===== src/ueth_pkg.sv =====
// Purpose: shared constants and types of the endpoint transaction handler
// Assumes: one endpoint, 32-bit APB register access
// Notes:   byte offsets are multiples of four
package ueth_pkg;
  // ==========================================================
  // register offsets
  localparam logic [11:0] OFF_CSR = 12'h000;
  localparam logic [11:0] OFF_FDR = 12'h004;
  localparam logic [11:0] OFF_IEN = 12'h008;
  // ==========================================================
  // control/status word layout
  localparam int unsigned B_TXC  = 0;  // tx complete, w1c
  localparam int unsigned B_RXF  = 1;  // rx bank0 full, w1c
  localparam int unsigned B_SET  = 2;  // setup received, w1c
  localparam int unsigned B_TXR  = 4;  // tx packet ready, w1 sets
  localparam int unsigned B_DUAL = 7;  // ping-pong enable
  localparam int unsigned CNT_LSB = 16; // rx byte count field
  // ==========================================================
  // sizes and reset values
  localparam int unsigned EP_SIZE = 64;
  localparam logic [6:0]  EP_FULL = 7'h40;
  localparam logic [2:0]  IEN_RST = 3'h0;
  localparam logic        DUAL_RST = 1'b0;
  // ==========================================================
  // all registered state of the handler except the fifo memories
  typedef struct packed {
    logic             pready;
    logic             pslverr;
    logic [31:0]      prdata;
    logic             tx_complete_flag;
    logic             rxFull;
    logic             setupRcv;
    logic             dual;
    logic [2:0]       ien;
    logic [1:0]       txRdy;
    logic             fwBank;
    logic             usbBank;
    logic [1:0][6:0]  txCnt;
    logic             sending;
    logic             waitAck;
    logic [6:0]       idx;
    logic [6:0]       rxCnt;
    logic [6:0]       rdPtr;
    logic             rxBusy;
    logic             rxDrop;
    logic             setup_received_flag;
    logic             hsAck;
    logic             hsNak;
    logic             txValid;
    logic             txDone;
    logic [7:0]       txData;
    logic             irq;
  } ueth_state_t;
endpackage : ueth_pkg


===== src/ueth_endpoint.sv =====
// Purpose: one USB full-speed endpoint: setup, data IN, data OUT
// Assumes: serial engine events are single-cycle pulses on clk
// Notes:   ping-pong applies to IN only; OUT is single bank
//
// Summary of operation
// - setup packet is acked by hardware and sets setup received flag
// - interrupt pending while setup flag set, gated by its interrupt enable bit
// - control and setup only on single-bank endpoints
// - isochronous traffic only on ping-pong endpoints
// - control runs setup, optional data, then opposite status
// - host ack of IN packet sets tx complete, frees bank, irq pending
// - ping-pong: bank 1 fillable once bank 0 marked ready
// - IN request with no ready bank gets NAK
// - OUT gets NAK while firmware owns fifo, else stored and acked
// - stored OUT sets bank0 full flag, irq pending while set
// - byte count field shows received bytes still in fifo
// - new OUT accepted only after firmware clears receive flag
`timescale 1ns/1ps
module ueth_endpoint (
  input  wire logic        clk,
  input  wire logic        rst,
  input  wire logic        psel,
  input  wire logic        penable,
  input  wire logic        pwrite,
  input  wire logic [11:0] paddr,
  input  wire logic [31:0] pwdata,
  output logic      [31:0] prdata,
  output logic             pready,
  output logic             pslverr,
  input  wire logic        tokSetup,
  input  wire logic        tokOut,
  input  wire logic        tokIn,
  input  wire logic        rxValid,
  input  wire logic [7:0]  rxData,
  input  wire logic        rxEnd,
  input  wire logic        hostAck,
  output logic             hsAck,
  output logic             hsNak,
  output logic             txValid,
  output logic [7:0]       txData,
  output logic             txDone,
  output logic             irq
);
  // ==========================================================
  // state and memories
  ueth_pkg::ueth_state_t s;
  ueth_pkg::ueth_state_t next_s;
  logic [7:0] txMem [2][ueth_pkg::EP_SIZE];
  logic [7:0] rxMem [ueth_pkg::EP_SIZE];
  logic        acc;
  logic        wrCsr;
  logic        wrFdr;
  logic        rdFdr;
  logic        wrIen;
  logic        txPush;
  logic        rxPush;
  logic [31:0] csrView;
  logic [6:0]  heldCnt;

  // apb transfer completes at the access edge with pready high
  assign acc   = psel & penable & s.pready;
  assign wrCsr = acc & pwrite & (paddr == ueth_pkg::OFF_CSR);
  assign wrFdr = acc & pwrite & (paddr == ueth_pkg::OFF_FDR);
  assign rdFdr = acc & ~pwrite & (paddr == ueth_pkg::OFF_FDR);
  assign wrIen = acc & pwrite & (paddr == ueth_pkg::OFF_IEN);
  // bytes written while the bank is owned by usb are dropped
  assign txPush = wrFdr & ~s.txRdy[s.fwBank] &
                  (s.txCnt[s.fwBank] != ueth_pkg::EP_FULL);
  assign rxPush = rxValid & s.rxBusy & ~s.rxDrop &
                  (s.rxCnt != ueth_pkg::EP_FULL);
  assign heldCnt = 7'(s.rxCnt - s.rdPtr);

  // read view of the control/status word
  always_comb begin
    csrView = 32'h0000_0000;
    csrView[ueth_pkg::B_TXC]  = s.tx_complete_flag;
    csrView[ueth_pkg::B_RXF]  = s.rxFull;
    csrView[ueth_pkg::B_SET]  = s.setupRcv;
    // firmware sees the bank it fills next, so bank 1 looks free
    // as soon as bank 0 is handed over
    csrView[ueth_pkg::B_TXR]  = s.txRdy[s.fwBank];
    csrView[ueth_pkg::B_DUAL] = s.dual;
    csrView[ueth_pkg::CNT_LSB +: 7] = heldCnt;
  end

  // ==========================================================
  // next state
  always_comb begin
    next_s = s;
    next_s.hsAck   = 1'b0;
    next_s.hsNak   = 1'b0;
    next_s.txValid = 1'b0;
    next_s.txDone  = 1'b0;
    // apb: answer one cycle after setup, registered data
    next_s.pready  = psel & ~penable & ~s.pready;
    next_s.pslverr = 1'b0;
    next_s.prdata  = 32'h0000_0000;
    if (psel & ~penable & ~s.pready) begin
      case (paddr)
        ueth_pkg::OFF_CSR: next_s.prdata = csrView;
        ueth_pkg::OFF_FDR: next_s.prdata = {24'h00_0000,
                                            rxMem[s.rdPtr[5:0]]};
        ueth_pkg::OFF_IEN: next_s.prdata = {29'h0000_0000, s.ien};
        default:           next_s.pslverr = 1'b1;
      endcase
    end
    // firmware clears flags first so hardware sets win below
    if (wrCsr) begin
      if (pwdata[ueth_pkg::B_TXC]) next_s.tx_complete_flag = 1'b0;
      if (pwdata[ueth_pkg::B_RXF]) next_s.rxFull = 1'b0;
      if (pwdata[ueth_pkg::B_SET]) next_s.setupRcv = 1'b0;
      next_s.dual = pwdata[ueth_pkg::B_DUAL];
      if (pwdata[ueth_pkg::B_TXR] & ~s.txRdy[s.fwBank]) begin
        next_s.txRdy[s.fwBank] = 1'b1;
        // ping-pong hands the filled bank over and moves on
        if (s.dual) begin
          next_s.fwBank = ~s.fwBank;
        end
      end
    end
    if (wrIen) next_s.ien = pwdata[2:0];
    if (txPush) begin
      next_s.txCnt[s.fwBank] = 7'(s.txCnt[s.fwBank] + 7'h01);
    end
    if (rdFdr && s.rdPtr != s.rxCnt) begin
      next_s.rdPtr = 7'(s.rdPtr + 7'h01);
    end

    // ---- IN side: stream the ready bank, NAK when none
    if (s.sending) begin
      if (s.idx == s.txCnt[s.usbBank]) begin
        next_s.sending = 1'b0;
        next_s.waitAck = 1'b1;
        next_s.txDone  = 1'b1;
      end else begin
        next_s.txValid = 1'b1;
        next_s.txData  = txMem[s.usbBank][s.idx[5:0]];
        next_s.idx     = 7'(s.idx + 7'h01);
      end
    end else if (tokIn) begin
      if (s.txRdy[s.usbBank]) begin
        // a repeated token without ack resends the same bank
        next_s.sending = 1'b1;
        next_s.waitAck = 1'b0;
        next_s.idx     = 7'h00;
      end else begin
        next_s.hsNak = 1'b1;
      end
    end else if (hostAck && s.waitAck) begin
      next_s.waitAck = 1'b0;
      next_s.txRdy[s.usbBank] = 1'b0;
      next_s.txCnt[s.usbBank] = 7'h00;
      next_s.tx_complete_flag = 1'b1;
      // isochronous streams alternate banks here
      if (s.dual) next_s.usbBank = ~s.usbBank;
    end

    // ---- OUT and SETUP side
    // setup only on single-bank endpoints; otherwise ignored
    if (tokSetup && !s.dual) begin
      next_s.rxBusy  = 1'b1;
      next_s.rxDrop  = 1'b0;
      next_s.setup_received_flag = 1'b1;
      next_s.rxCnt   = 7'h00;
      next_s.rdPtr   = 7'h00;
      // a new control transfer drops any stale IN payload
      next_s.txRdy   = 2'b00;
      next_s.txCnt   = '0;
      next_s.sending = 1'b0;
      next_s.waitAck = 1'b0;
      next_s.fwBank  = 1'b0;
      next_s.usbBank = 1'b0;
    end else if (tokOut) begin
      next_s.rxBusy  = 1'b1;
      next_s.setup_received_flag = 1'b0;
      // firmware still owns the fifo: refuse and keep old bytes
      next_s.rxDrop  = s.rxFull | s.setupRcv;
      if (!(s.rxFull | s.setupRcv)) begin
        next_s.rxCnt = 7'h00;
        next_s.rdPtr = 7'h00;
      end
    end else if (rxPush) begin
      next_s.rxCnt = 7'(s.rxCnt + 7'h01);
    end
    if (rxEnd && s.rxBusy) begin
      next_s.rxBusy = 1'b0;
      if (s.rxDrop) begin
        next_s.hsNak = 1'b1;
      end else begin
        next_s.hsAck = 1'b1;
        if (s.setup_received_flag) next_s.setupRcv = 1'b1;
        else           next_s.rxFull   = 1'b1;
      end
    end

    // one level interrupt from the enabled pending flags
    next_s.irq = |({next_s.setupRcv, next_s.rxFull, next_s.tx_complete_flag}
                   & next_s.ien);
  end

  // ==========================================================
  // state register
  always_ff @(posedge clk) begin
    if (rst) begin
      s        <= '0;
      s.dual   <= ueth_pkg::DUAL_RST;
      s.ien    <= ueth_pkg::IEN_RST;
    end else begin
      s <= next_s;
    end
  end

  // fifo storage; contents need no reset
  always_ff @(posedge clk) begin
    if (txPush) begin
      txMem[s.fwBank][s.txCnt[s.fwBank][5:0]] <= pwdata[7:0];
    end
    if (rxPush) begin
      rxMem[s.rxCnt[5:0]] <= rxData;
    end
  end

  assign prdata  = s.prdata;
  assign pready  = s.pready;
  assign pslverr = s.pslverr;
  assign hsAck   = s.hsAck;
  assign hsNak   = s.hsNak;
  assign txValid = s.txValid;
  assign txData  = s.txData;
  assign txDone  = s.txDone;
  assign irq     = s.irq;
endmodule : ueth_endpoint


===== config.mk =====
export PLATFORM = sky130hd
export DESIGN_NAME = ueth_endpoint
export DESIGN_NICKNAME = d
export VERILOG_FILES = /design/src/ueth_pkg.sv /design/src/ueth_endpoint.sv
export SDC_FILE = /design/constraint.sdc
export NUM_CORES = 2
export LEC_CHECK = 0
export BUFFER_PORTS_ARGS = -buffer_cell sky130_fd_sc_hd__buf_2
export CORE_ASPECT_RATIO = 1.5
export CORE_MARGIN = 3
export CORE_UTILIZATION = 38
export CTS_CLUSTER_DIAMETER = 40
export DETAILED_ROUTE_END_ITERATION = 10
export PLACE_DENSITY_LB_ADDON = 0.3
export SYNTH_ARGS = -nofsm -noshare
export SYNTH_HDL_FRONTEND = slang
export SYNTH_SLANG_ARGS = --single-unit

===== constraint.sdc =====
create_clock -name clk -period 2.92 [get_ports clk]
set_input_delay 0.584 -clock clk [delete_from_list [all_inputs] [get_ports clk]]
set_output_delay 0.584 -clock clk [all_outputs]
set_load 0.02 [all_outputs]

; Word level (Yosys, flattened, before mapping)
; Memories as Yosys holds them, arrays and structs flattened. A register that Yosys moved wholly into a read port is not among the register bits.
; Index checks and enable logic that the tools add are counted.
[word_totals]
output_inout_bits = 47
reg_bits = 98
memories = 2
inputBits = 63
ram_bits = 1536
wordCells = 190
[op_classes]
addsub = 5
reduce_logical = 27
eq_ne = 10
magnitude_cmp = 7
bitwise_logic = 37
n_mux = 75
[memory_table]
columns = name, depth, width, read_ports, rd_clocked_by_memory_dff, write_ports, line
row1 = txMem, 2, 512, 1, 1, 1, ueth_endpoint.sv:48  ; logic [7:0] txMem [2][ueth_pkg::EP_SIZE];
row2 = rxMem, 64, 8, 1, 1, 1, ueth_endpoint.sv:49  ; logic [7:0] rxMem [ueth_pkg::EP_SIZE];
[ops]
columns = operator, count
row1 = $mux W512, 1
row2 = $mux W7, 11
row3 = $mux W14, 5
row4 = $pmux W23 S3, 1
row5 = $bmux W8 S6, 1
row6 = $demux W8 S6, 1
row7 = $mux W1, 32
row8 = $add A7 B1 Y7 const B, 4
row9 = $mux W8, 3
row10 = $mux W9, 2
row11 = $and A1 B1 Y1, 16
row12 = $and A14 B14 Y14, 1
row13 = $bwmux W14, 1
row14 = $demux W7 S1, 2
row15 = $ge A7 B7 Y1 const B, 2
row16 = $ne A7 B7 Y1 const B, 2
row17 = $not A14 Y14, 1
row18 = $not A6 Y7, 2
row19 = $eq A12 B3 Y1 const B, 1
row20 = $eq A12 B4 Y1 const B, 1
row21 = $logic_not A12 Y1, 1
row22 = $mux W2, 6
row23 = $mux W3, 4
row24 = $not A1 Y1, 12
row25 = other kinds (27), 48

; Logic depth before layout (Yosys ltp)
[depth]
ltp_word = 11
ltp_mapped = 12

; Worst setup path after synthesis
; OpenSTA, ideal clock, no wires.
[synth_path]
path_type = in2reg
from = input port paddr[7]
to = memory txMem[1][208] (netlist name) (enable)
path_stages = 8
t_required_ns = 2.550
path_slack_ns = -0.117
setup_ns = 0.370
arrival_time_ns = 2.667
path_cell_list = nor4_1 > nand4_1 > a311oi_1 > buf_2 > buf_2 > nand2_1 > clkbuf_1 > nor2_1
[synth_between]
elab_chain_len = 6
[synth_rtl]
columns = element, line
row1 = start: declaration, ueth_endpoint.sv:25  ; input wire logic [11:0] paddr,
row2 = $eq A12 B3 Y1, ueth_endpoint.sv:63  ; assign wrFdr = acc & pwrite & (paddr == ueth_pkg::OFF_FDR);
row3 = $and A1 B1 Y1, ueth_endpoint.sv:63
row4 = $and A1 B1 Y1 (2 in series), ueth_endpoint.sv:67  ; assign txPush = wrFdr & ~s.txRdy[s.fwBank] &
row5 = $mux W1, ueth_endpoint.sv:215  ; if (txPush) begin
row6 = $mux W512 (not written as such), ueth_endpoint.sv:216  ; txMem[s.fwBank][s.txCnt[s.fwBank][5:0]] <= pwdata[7:0];
row7 = end: declaration, ueth_endpoint.sv:48
; Every way passes these cells.

==> results.json <==
{
  "grt_setup_unrepaired": "false",
  "fin_cells": 6192,
  "clk_pin_slew_worst_paths_ps": 60,
  "setup_viol": 0,
  "max_slew_margin_pct": 24.0,
  "yosys_warnings": 0,
  "grtUsageTotal_pct": 19.3,
  "clock_tree.buffer_depth": 3,
  "tightest_slew_ps": 1140,
  "final_nets": 3914,
  "stdcell_area_um2": 75600,
  "post_drt_via_cell_ratio": 5.40,
  "required_ps": 3600,
  "ant_nets": 0,
  "worst_path_max_delay_cell": "mux4_2",
  "reg2reg_slack_ps": 50,
  "start_util_pct": 38.4,
  "dieWidth_um": 341,
  "wl_mm": 166,
  "first_pass_iters": 7,
  "ys_seq_area_share_pct": 74.7,
  "cts_tree": "yes",
  "post-route-drc-count": 0,
  "ys_ff_latch": 1618,
  "placed_cell_area_um2": 70200,
  "p_total_mw": 46.7,
  "setup_ws_ps": 49.2,
  "yosys-top-cells-count": "edfxtp_1, mux4_2, nor2_1",
  "power_density_nw_per_um2": 617,
  "synth_top_area_cell": "edfxtp_1",
  "post-dp-hpwl_mm": 115,
  "async_flop_share_pct": 0,
  "wl_per_cell_um": 26.9,
  "max_stage_delay_ps": 570,
  "grt_max_degree": 84,
  "finalCritPeriodShare_pct": 98.3,
  "syn_to_final_growth_pct": 18.1,
  "synth_edf_count": 1536,
  "crit_buf_inv": 2,
  "skew_ps": 53.1,
  "routabilityCongestion": 0.892,
  "worstPathCellList": "buf_4 > buf_12 > mux4_2 > mux4_2 > mux4_2 > and3_1",
  "cts_sinks": 1618,
  "drive_gt1_share_pct": 29.4,
  "dp_slack_ps": -121,
  "path_class": "flip-flop to flip-flop",
  "fin_crit_ps": 2870,
  "die_area_um2": 173000,
  "path_max_fanout": 16,
  "syn_area_per_cell_um2": 19.2,
  "first_global_vias": 34700,
  "leakagePower_nw": 23.8,
  "htreeDepth": 4,
  "portBuffers": 68,
  "grt_pass1_wl_mm": 242,
  "clock.fmax_mhz": 348,
  "grt_overflow_total": 0,
  "placedCellCount": 5887,
  "clock_latency_ps": 800,
  "cpMostUsedCell": "mux4_2",
  "cp_top_family": "multiplexers",
  "crit_arrival_ps": 3550,
  "synth_ff_type": "edfxtp_1",
  "synth_area_um2": 64000,
  "yosysMostFrequentCell": "edfxtp_1",
  "synth_area_leaders": "edfxtp_1, mux4_2, mux2i_1",
  "maxCapViolCount": 0,
  "cts_root_buf": "clkbuf_16",
  "hold_class": "input port to flip-flop",
  "synth_cell_types": 67,
  "drt_iter0_markers": 2818,
  "synth_cells": 3329,
  "end_kind": "flip-flop",
  "rows": 183,
  "hold_violations": 0,
  "antenna_found_initial": 4,
  "crit_path_start_kind": "flip-flop",
  "die_h_um": 508,
  "ios": 110,
  "core_um2": 166000,
  "status": "finished, final reports clean",
  "peakVddDrop_mv": 0.743,
  "via_count": 33400,
  "drv_slew": 0,
  "numCtsBuffers": 165,
  "synth_top_area_share_pct": 72.1
}
[per-layer routing]
metal / wire length [µm] / GRT usage (%)
met1: 60900 / 22.3
met2: 88800 / 35.1
met5: 0 / 0
met3: 8150 / 2.63
met4: 8620 / 9.34
[area by class of cell]
class	count	area, µm²
timing repair buffer	549	4590
antenna	2	5.00
fill	14200	90900
multi-input combinational	1475	15000
inverter	29	109
clock inverter	101	1030
sequential	1618	47800
clock buffer	198	4310
tap	2220	2780
[registers in the layout, summed over array words and instances, names as in the netlist, named ones only]
register and flops:
prdata 15, rxMem 512, pready 1, pslverr 1, txMem 1024, irq 1, csrView 4, hsNak 1
txDone 1, hsAck 1, s 47, txValid 1, txData 8
[worst register-to-register path, cell delays in order, from the launching register on]
cell,delay (ps)
dfxtp_4,560
buf_4,190
buf_12,180
mux4_2,600
mux4_2,560
mux4_2,490
and3_1,200
[report_power, final]
group / total (mW) / internal, mW / switching [mW]
clock: 20.7 / 11.6 / 9.10
sequential: 25.4 / 25.4 / 0.00630
combinational: 0.581 / 0.103 / 0.478
[metrics by stage]
stage	setup TNS (ps)	util [%]	hold WS, ps
6_report	0	45.4	93.9
5_1_grt	0	45.4	101
4_1_cts	0	45.4	33.3
3_5_place_dp	-16470	42.1	466
3_3_place_gp	-10600	42.1	454
2_1_floorplan	-20750	-	434
[placed cells by master (no fill, tap or decap), drive strengths merged, types with 7 or more instances in the layout]
cell type,instances
edfxtp,1536
dfxtp,82
o21bai,12
xnor2,19
and2,14
mux2,17
and3,13
inv,46
nor3,21
bufinv,10
a32oi,8
clkbuf,198
nor3b,8
a311oi,9
nand3,51
xor2,17
a221oi,28
conb,17
nor2b,23
nand4,18
buf,547
o221ai,7
mux2i,196
ha,12
o21ai,38
a21oi,42
o22ai,39
or3,9
nor2,273
clkinv,69
a22oi,22
mux4,335
a211oi,32
nand2,100
[cells by family (layout without fill, tap and decap cells)]
family                   count (synthesis)  after routing  synth area share (%)
flip-flops                            1618           1618                  74.7
AND/OR/NAND/NOR                        561            561                  3.97
multiplexers                           548            548                  15.2
AO/OA/AOI/OAI                          300            300                  3.33
buffers and inverters                  252            877                  2.11
XOR/XNOR                                36             36                 0.493
adder cells (fa/ha/maj)                 13             13                 0.266
other                                    1             19               0.00586
[worst paths after layout]
check,start,end,depth (start not counted)
max,s[16]$_SDFF_PP0_,prdata[5]$_SDFF_PP0_,6
min reg2reg,pready$_SDFF_PP0_,pready$_SDFF_PP0_,1
max reg2reg,s[16]$_SDFF_PP0_,prdata[5]$_SDFF_PP0_,6
min,tokOut,s[14]$_SDFFE_PP0P_,3
[what timing repair did]
item                       in CTS  in global routing
resized for setup               3                  5
setup endpoints to repair       2                 80
hold endpoints to repair        2                  0
setup buffers                   0                  2
hold buffers                    2                  0
No activity file was read; power rests on OpenSTA's default activity.
